==> config.mk <==
export PLATFORM = sky130hd
export DESIGN_NAME = tmsrc_top
export DESIGN_NICKNAME = d
export VERILOG_FILES = /design/src/tmsrc_pkg.sv /design/src/tmsrc_top.sv
export VERILOG_INCLUDE_DIRS = /design/src
export SDC_FILE = /design/constraint.sdc
export NUM_CORES = 1
export LEC_CHECK = 0
export BUFFER_PORTS_ARGS = -buffer_cell sky130_fd_sc_hd__buf_2
export CAP_MARGIN = 20
export CORE_ASPECT_RATIO = 0.9
export CORE_UTILIZATION = 46
export CTS_BUF_LIST = sky130_fd_sc_hd__clkbuf_8
export CTS_CLUSTER_DIAMETER = 80
export DETAILED_ROUTE_END_ITERATION = 12
export PLACE_DENSITY = 0.68
export SYNTH_ARGS = -nofsm -noshare
export SYNTH_HDL_FRONTEND = slang
export SYNTH_SLANG_ARGS = --single-unit
==> constraint.sdc <==
create_clock -name hclk -period 5.6 [get_ports hclk]
set_input_delay 1.12 -clock hclk [delete_from_list [all_inputs] [get_ports hclk]]
set_output_delay 1.12 -clock hclk [all_outputs]
set_load 0.05 [all_outputs]
==> src/tmsrc_cfg.svh <==
// register map, field positions, reset values and sizes of the source select
`ifndef TMSRC_CFG_SVH
`define TMSRC_CFG_SVH

// register byte offsets on the bus
`define TMSRC_OFS_START     8'h00
`define TMSRC_OFS_STOP      8'h04
`define TMSRC_OFS_CLEAR     8'h08
`define TMSRC_OFS_COUNT     8'h0C
`define TMSRC_OFS_STATUS    8'h10

// reset value of every source select register
`define TMSRC_SEL_RESET     16'h0000
// number of implemented low bits in a source select register
`define TMSRC_SEL_W         16

// field positions inside a source select register
`define TMSRC_TRIG_LSB      0
`define TMSRC_PIN_LSB       8
`define TMSRC_FIELD_W       2
`define TMSRC_NUM_TRIG      4

// pin field slots: a rise / a fall (b level), b rise / b fall (a level)
`define TMSRC_SLOT_AR       0
`define TMSRC_SLOT_AF       1
`define TMSRC_SLOT_BR       2
`define TMSRC_SLOT_BF       3

// synchroniser depth in front of the edge detector
`define TMSRC_SYNC_STAGES   2

// status register bit holding the running flag
`define TMSRC_STAT_RUN      0

`endif

==> src/tmsrc_pkg.sv <==
// types shared by the timer hardware source select block
package tmsrc_pkg;

  // counter run state
  typedef enum logic {
    TMSRC_STOPPED,
    TMSRC_COUNTING
  } tmsrc_run_e;

  // one source select register's implemented bits
  typedef logic [15:0] tmsrc_sel_t;

  // edge and level view of the six synchronised inputs
  typedef struct packed {
    logic [5:0] rise;
    logic [5:0] fall;
    logic [5:0] lvl;
  } tmsrc_edges_s;

endpackage

==> src/tmsrc_top.sv <==
// timer counter with start, stop and clear hardware source selection
// Behaviour
// - start field 1:0 selects trigger-a edge
// - fields 3:2,5:4,7:6 select further trigger edges
// - start field 9:8: pin-a rise qualified by b
// - fields 11:10,13:12,15:14 other pin-edge combinations
// - stop field 1:0 selects trigger-a edge
// - stop field 9:8: pin-a rise qualified by b
// - clear field 1:0 selects trigger-a edge
// - clear field 9:8: pin-a rise qualified by b
//
// Design decisions made here: the placing of the registers and the AHB-Lite slave port.
`timescale 1ns/1ns
`include "tmsrc_cfg.svh"

module tmsrc_top
  import tmsrc_pkg::*;
#(
  parameter int CNT_W  = 32,
  parameter int ADDR_W = 8
) (
  input  wire logic              hclk,
  input  wire logic              hresetn,
  input  wire logic              hsel,
  input  wire logic [ADDR_W-1:0] haddr,
  input  wire logic [1:0]        htrans,
  input  wire logic              hwrite,
  input  wire logic [2:0]        hsize,
  input  wire logic              hready,
  input  wire logic [31:0]       hwdata,
  output logic      [31:0]       hrdata,
  output logic                   hreadyout,
  output logic                   hresp,
  input  wire logic [3:0]        external_trigger_input,
  input  wire logic              channel_pin_a,
  input  wire logic              channel_pin_b,
  output logic      [CNT_W-1:0]  count_value,
  output logic                   count_running
);

  // input vector: triggers in 3:0, pin a in 4, pin b in 5
  localparam int NIN = 6;
  localparam int PA  = 4;
  localparam int PB  = 5;

  // evaluate all eight fields of one select register against the edges
  function automatic logic sel_hit(input tmsrc_sel_t sel,
                                   input tmsrc_edges_s e);
    logic       hit;
    logic [1:0] code;
    logic [3:0] edg;
    logic [3:0] qual;
    hit  = 1'b0;
    // trigger fields: bit 0 rising, bit 1 falling, both set is either edge
    for (int i = 0; i < `TMSRC_NUM_TRIG; i++) begin
      code = sel[`TMSRC_TRIG_LSB + i*`TMSRC_FIELD_W +: `TMSRC_FIELD_W];
      hit  = hit | (code[0] & e.rise[i]) | (code[1] & e.fall[i]);
    end
    // pin fields: edge of one pin, qualified by the level of the other
    edg[`TMSRC_SLOT_AR]  = e.rise[PA];
    edg[`TMSRC_SLOT_AF]  = e.fall[PA];
    edg[`TMSRC_SLOT_BR]  = e.rise[PB];
    edg[`TMSRC_SLOT_BF]  = e.fall[PB];
    qual[`TMSRC_SLOT_AR] = e.lvl[PB];
    qual[`TMSRC_SLOT_AF] = e.lvl[PB];
    qual[`TMSRC_SLOT_BR] = e.lvl[PA];
    qual[`TMSRC_SLOT_BF] = e.lvl[PA];
    for (int j = 0; j < 4; j++) begin
      code = sel[`TMSRC_PIN_LSB + j*`TMSRC_FIELD_W +: `TMSRC_FIELD_W];
      // 01 other pin low, 10 other pin high, 11 regardless
      hit  = hit | (edg[j] & ((code[0] & ~qual[j]) |
                              (code[1] &  qual[j])));
    end
    return hit;
  endfunction

  // input synchroniser and edge detector; the pins run free of the
  // clock, so they pass two flops before anything decodes them
  logic [NIN-1:0] sync_meta;  // first stage, only feeds sync_stab
  logic [NIN-1:0] sync_stab;  // second stage, safe to use
  logic [NIN-1:0] sync_prev;  // previous stable sample for edges
  logic [NIN-1:0] raw_in;     // gathered pins
  tmsrc_edges_s   edges;      // edges and levels for decoding

  assign raw_in = {channel_pin_b, channel_pin_a, external_trigger_input};

  // three plain shift stages; reset to low so no edge fires at release
  always_ff @(posedge hclk or negedge hresetn) begin
    if (!hresetn) begin
      sync_meta <= '0;
      sync_stab <= '0;
      sync_prev <= '0;
    end else begin
      sync_meta <= raw_in;
      sync_stab <= sync_meta;
      sync_prev <= sync_stab;
    end
  end

  // b level is taken from the same stable sample as the a edge
  always_comb begin
    edges.rise = sync_stab & ~sync_prev;
    edges.fall = ~sync_stab & sync_prev;
    edges.lvl  = sync_stab;
  end

  // bus slave: address phase captured, data phase acts
  // writes land at the end of their data phase, reads need no wait
  tmsrc_sel_t        sel_start;     // start source select
  tmsrc_sel_t        sel_stop;      // stop source select
  tmsrc_sel_t        sel_clear;     // clear source select
  tmsrc_sel_t        next_start;
  tmsrc_sel_t        next_stop;
  tmsrc_sel_t        next_clear;
  logic              wr_pend;       // write waiting for its data phase
  logic [ADDR_W-1:0] wr_addr;       // address of that write
  logic              next_wr_pend;
  logic [ADDR_W-1:0] next_wr_addr;
  logic [31:0]       next_rdata;
  logic              addr_ok;       // valid transfer in address phase

  // htrans bit 1 marks NONSEQ or SEQ; IDLE and BUSY are ignored
  assign addr_ok = hsel & hready & htrans[1];

  // next register contents, write capture and read data
  always_comb begin
    next_start   = sel_start;
    next_stop    = sel_stop;
    next_clear   = sel_clear;
    next_wr_pend = addr_ok & hwrite;
    next_wr_addr = haddr;
    next_rdata   = hrdata;
    // data phase of a write: unmapped offsets are dropped silently
    if (wr_pend) begin
      case (wr_addr)
        `TMSRC_OFS_START: next_start = hwdata[`TMSRC_SEL_W-1:0];
        `TMSRC_OFS_STOP:  next_stop  = hwdata[`TMSRC_SEL_W-1:0];
        `TMSRC_OFS_CLEAR: next_clear = hwdata[`TMSRC_SEL_W-1:0];
        default:          next_start = sel_start;
      endcase
    end
    // read data is prepared during the address phase, so no wait state
    if (addr_ok && !hwrite) begin
      case (haddr)
        `TMSRC_OFS_START:  next_rdata = {16'h0000, sel_start};
        `TMSRC_OFS_STOP:   next_rdata = {16'h0000, sel_stop};
        `TMSRC_OFS_CLEAR:  next_rdata = {16'h0000, sel_clear};
        `TMSRC_OFS_COUNT:  next_rdata = 32'(count_value);
        `TMSRC_OFS_STATUS: next_rdata = {31'h00000000, count_running};
        default:           next_rdata = 32'h00000000;
      endcase
    end
  end

  // bus registers; hreadyout and hresp held at ready and OKAY
  always_ff @(posedge hclk or negedge hresetn) begin
    if (!hresetn) begin
      sel_start <= `TMSRC_SEL_RESET;
      sel_stop  <= `TMSRC_SEL_RESET;
      sel_clear <= `TMSRC_SEL_RESET;
      wr_pend   <= 1'b0;
      wr_addr   <= '0;
      hrdata    <= 32'h00000000;
      hreadyout <= 1'b1;
      hresp     <= 1'b0;
    end else begin
      sel_start <= next_start;
      sel_stop  <= next_stop;
      sel_clear <= next_clear;
      wr_pend   <= next_wr_pend;
      wr_addr   <= next_wr_addr;
      hrdata    <= next_rdata;
      hreadyout <= 1'b1;
      hresp     <= 1'b0;
    end
  end

  // counter control
  // run state and count follow the three decoded events
  logic             start_evt;   // some selected start source fired
  logic             stop_evt;    // some selected stop source fired
  logic             clear_evt;   // some selected clear source fired
  tmsrc_run_e       run;
  tmsrc_run_e       next_run;
  logic [CNT_W-1:0] next_count;
  logic             next_running;

  assign start_evt = sel_hit(sel_start, edges);
  assign stop_evt  = sel_hit(sel_stop, edges);
  assign clear_evt = sel_hit(sel_clear, edges);

  // stop beats start in the same cycle so a noisy pin cannot restart it;
  // clear beats counting so the cleared value is exactly zero
  always_comb begin
    next_run   = run;
    next_count = count_value;
    case (run)
      TMSRC_STOPPED: begin
        if (start_evt && !stop_evt) begin
          next_run = TMSRC_COUNTING;
        end
      end
      TMSRC_COUNTING: begin
        if (stop_evt) begin
          next_run = TMSRC_STOPPED;
        end
        next_count = count_value + 1'b1;
      end
      default: next_run = TMSRC_STOPPED;
    endcase
    if (clear_evt) begin
      next_count = '0;
    end
    next_running = (next_run == TMSRC_COUNTING);
  end

  // counter registers; count_running mirrors the state as a flop
  always_ff @(posedge hclk or negedge hresetn) begin
    if (!hresetn) begin
      run           <= TMSRC_STOPPED;
      count_value   <= '0;
      count_running <= 1'b0;
    end else begin
      run           <= next_run;
      count_value   <= next_count;
      count_running <= next_running;
    end
  end
endmodule

## Word-level counts from Yosys, hierarchy flattened

Index checks and enable logic that the tools add are counted.

- Add/sub/neg operators: 1
- $mul: 0
- Divide/modulo/power cells: 0
- $lt $le $gt $ge: 0
- Eq/ne operators: 6
- Shift operators: 0
- Muxes and demuxes: 6
- Bitwise gates (word level): 115
- Reduce and logical (&&, ||, !) cells: 10

Operators by type and width:

| kind | number |
|---|---|
| one-hot mux 32 bit (5 select lines) | 1 |
| two-way mux 32 bit | 2 |
| AND 1 bit | 63 |
| bitwise OR 1 bit | 45 |
| adder 32 x 1 -> 32 bit, second input constant | 1 |
| == test 8 x 4 -> 1 bit, second input constant | 3 |
| == test 8 x 3 -> 1 bit, second input constant | 2 |
| zero test 8 bit | 2 |
| AND 6 bit | 2 |
| NOT 6 bit | 2 |
| == test 8 x 5 -> 1 bit, second input constant | 1 |
| AND reduction 2 bit | 3 |
| NOT 1 bit | 3 |
| logical AND 1 bit | 2 |
| zero test 1 bit | 2 |
| two-way mux 1 bit | 2 |
| one-hot mux 1 bit (2 select lines) | 1 |
| nonzero test 2 bit | 1 |

- Flip-flop bits (word level): 140
- Latch bits: 0
- Memory bits (writable): 0
- Memory bits (read-only): 0
- Input bits: 56
- Output and inout port bits: 67
- Memories: 0

## Logic depth before layout (Yosys ltp)

- Depth in word-level cells: 18
- Mapped depth: 8

## Worst setup path before layout

OpenSTA, ideal clock, no wires.

- Path type: input to register
- Start point: in haddr[2]
- End point: reg hrdata[13]
- Library setup time: 121 ps
- Arrival time: 2,646 ps
- Data required time: 5,479 ps
- Path slack: 2,833 ps
- Cell stages on the path: 4
- Path buffers: 2
- Path through: buf_2 > buf_1 > mux4_1 > a22o_1

- Word-level cells in the longest chain between the ends: 2
- Elaborated cells between the ends (all ways): 6

Ends and longest elaborated chain:

| what | line | source |
|---|---|---|
| from (decl) | tmsrc_top.sv:25 | `input wire logic [ADDR_W-1:0] haddr,` |
| == test 8 x 5 -> 1 bit, or another cell as far along | tmsrc_top.sv:144 | `case (haddr)` |
| one-hot mux 32 bit (5 select lines) (*) | tmsrc_top.sv:144 |  |
| to (signal assigned) | tmsrc_top.sv:172 | `hrdata <= next_rdata;` |
| to (decl) | tmsrc_top.sv:31 | `output logic [31:0] hrdata,` |

Mark *: on every way between the ends. The rest lies on a longest branch, timed or not.
A chain may end at the register's enable or synchronous reset.

## Worst setup path in the final report

- Start point: reg count_value[0]
- End point: reg count_value[26]

- Word-level cells in the longest chain between the ends: 3

Ends and longest elaborated chain:

| what | line | source |
|---|---|---|
| from (decl) | tmsrc_top.sv:37 | `output logic [CNT_W-1:0] count_value,` |
| from (signal assigned) | tmsrc_top.sv:225 | `count_value <= next_count;` |
| adder 32 x 1 -> 32 bit | tmsrc_top.sv:207 | `next_count = count_value + 1'b1;` |
| two-way mux 32 bit | tmsrc_top.sv:197 | `case (run)` |
| two-way mux 32 bit | tmsrc_top.sv:211 | `if (clear_evt) begin` |

No other way between the ends. The select of a mux whose other input is x is not followed.

==> key figures <==
Yosys
  – Seq cells post-synth: 140
  – Total number of yosys warnings: 0
  – Register area share after synthesis: 0.550
  – Post-synth EDFFs: 0
  – Post-synth ARST share: 1.00
  – Avg Cell Area, Syn: 13.2 um^2
  – Post-synth top flop: dfrtp_1
  – Synth Cell Area: 0.00637 mm^2
  – Synth cell types: roughly 60
  – Post-Syn Nets: about 540
  – Cells after Synth: 481

Drt
  – DR iter-0 viols: approximately 240
  – Overall routed net length: ~15 mm
  – DR pass1 iterations: 5
  – Drt drc: 0
  – Avg WL per Cell: between 15 and 20 um
  – Final ANT Viol Nets: 0
  – Via Count: approximately 4,500
  – Avg Vias per Cell: between 5 and 6

GRT
  – Vias in the first global route: 4,519
  – Initial antenna violation count: 0
  – First-pass GRT wire length: ~24 mm
  – Pin count of the biggest net entering global routing: around 90
  – GR Overflow Total: 0
  – GRT Util Overall: 0.223

Timing
  – RSZ-0062 raised after global routing: no
  – Worst-Margin Slew: a little under 1000 ps
  – Max-slew violations: 0
  – Final setup TNS: 0 ps
  – Final worst-path cycle share: 0.492
  – Worst slew margin: 0.342
  – Minimum clock period: 2760 ps
  – Final hold vios: 0
  – Setup violations, final: 0
  – Highest Clock Rate: around 0.36 GHz
  – Worst Skew: 19.4 ps
  – Fin Hold WS: roughly 350 ps

CTS
  – # hold bufs at CTS: 0
  – Max H-tree Level: 4
  – Clock-pin slew on the worst setup and hold paths: 80 ps
  – Max Root-Sink Buffers: 2
  – PostCTS Resize Cnt: 0
  – Clock Sinks: 140
  – CTS tree: built
  – Root Driver: clkbuf_8
  – Post-CTS setup buffers: 0
  – Insertion delay to the later sink of the worst-skew pair: 460 ps
  – Num CTS Buffers: 17

Final layout
  – Commonest non-fill, non-tap cell in the layout: dfrtp_1
  – Nets@finish: 630
  – Layout cells sized above 1: 0.369
  – ANT cells: 0
  – Highest-count cells in the layout ignoring fill and taps: dfrtp_1, buf_2, mux2_2
  – Final std cells w/o fill: 754
  – Synth-to-layout area growth: 16.1%
  – Final Util: 0.551

Flow run
  – # Max-Cap Violations: 0

Setup path
  – Critical Path RT: a little under 6000 ps
  – R2R depth: 5
  – Critical path fanouts, max: 20
  – Worst EP arrival: approximately 3100 ps
  – Critical path capture point type: flip-flop
  – CP Class: reg2reg
  – Crit start category: flip-flop

Placement
  – GP Congestion: 0.860
  – DP Cell Count: between 700 and 800
  – Hpwl dp: 10.2 mm
  – Port bufs: 100

Power and ir drop
  – Comb pwr share: 0.061
  – Int Power: about 1500 uW
  – Design Power: ~2000 uW
  – Leakage: 0.00335 uW
  – Sw frac: 0.244
  – VDD IR-drop max: ~0.00023 V
  – Power Density: between 200 and 300 mW/mm^2
  – Clock network power share: 0.417
  – Switching pwr: slightly below 500 uW
  – Flop pwr share: 0.523

Worst hold path
  – Worst Hold Class: reg2reg
  – Worst Hold Depth: 0

Floorplan
  – Die W: between 100 and 150 um
  – Starting Density: 0.475
  – Die ar.: roughly 0.014 mm^2
  – Core Area: approximately 0.013 mm^2
  – Rows: 40
  – Num ports: ~120
  – Die Ht: roughly 110 um

Run status
  – Status: finished clean
## registers in the layout, indices dropped and copies added, names as in the netlist
name,cells
count_value,32
hrdata,32
sel_clear,16
sel_start,16
sel_stop,16
wr_addr,8
sync_meta,6
sync_prev,6
sync_stab,6
run,1
wr_pend,1
## worst max-delay path, cell delays in order (launching register included)
cell and delay [ps]:
dfrtp_1 500, ha_1 210, and4_1 330, nand4_1 630, or4_1 710, a211oi_1 270
## through the flow
step,area [um^2],worst slack [ps]
after floorplan,6370,2830
after global placement,6960,2530
after detailed placement,6960,2450
after CTS,7370,2880
after global routing,7400,2640
final,7400,2840
## logic make-up (layout without fill, tap and decap cells)
| group | after synthesis | count (layout) | share of synthesized area |
|---|---|---|---|
| AO/OA/AOI/OAI | 82 | 82 | 0.102 |
| XOR/XNOR | 11 | 11 | 0.0151 |
| adder cells (fa/ha/maj) | 1 | 1 | 0.00196 |
| buffers and inverters | 39 | 144 | 0.0293 |
| flip-flops | 140 | 140 | 0.550 |
| multiplexers | 75 | 75 | 0.160 |
| other | 2 | 2 | 0.00118 |
| AND/OR/NAND/NOR | 131 | 131 | 0.141 |
## power by group through the flow
stage	Sequential [uW]	Combinational [uW]	Clock [uW]
5_1_grt	1060	135	908
3_3_place_gp	1070	116	0
2_1_floorplan	1070	70.7	0
3_5_place_dp	1070	119	0
6_report	1060	123	841
4_1_cts	1050	119	855
## worst paths after layout
check / end / from / slack [ps]
setup / recovery: count_value[26] / count_value[0] / 2840
setup reg to reg: count_value[26] / count_value[0] / 2840
hold reg to reg: sync_stab[0] / sync_meta[0] / 350
max in group asynchronous: count_value[2] / hresetn / 3670
hold / removal: sync_stab[0] / sync_meta[0] / 350
min in group asynchronous: hrdata[25] / hresetn / 740
## synth_stat cells (4+ instances only)
cell type / n / area, um^2
xnor2_1: 6 / 52.6
nand4_1: 16 / 100
nor2_1: 4 / 15.0
or3_1: 6 / 37.5
o21ai_0: 7 / 35.0
a211oi_1: 21 / 158
mux4_2: 14 / 315
nand3_1: 8 / 40.0
mux2i_1: 9 / 90.1
o31ai_1: 11 / 82.6
nor3_1: 14 / 70.1
buf_2: 10 / 50.1
a22o_1: 31 / 272
buf_4: 4 / 30.0
mux2_2: 50 / 563
or4_1: 14 / 105
nand2_1: 14 / 52.6
inv_1: 7 / 26.3
dfrtp_1: 140 / 3500
and4_1: 5 / 43.8
clkbuf_1: 14 / 52.6
nand3b_1: 21 / 158
xor2_1: 5 / 43.8
## layer usage
layer	global-route usage	vias to the layer above	wire (um)
met1	0.290	2295	6500
li1	-	2052	-
met2	0.373	127	7360
met4	0.0618	0	107
met5	0	-	0
met3	0.0558	9	876
## cell type report
type	instances	area (um^2)
clock inverters	15	174
clock buffers	17	234
multi-input cells	302	2690
repair buffers	105	564
inverters	7	26.3
well taps	168	210
fillers	1157	6020
flip-flops and latches	140	3500
Note: power is estimated with default switching activity, not from simulation.
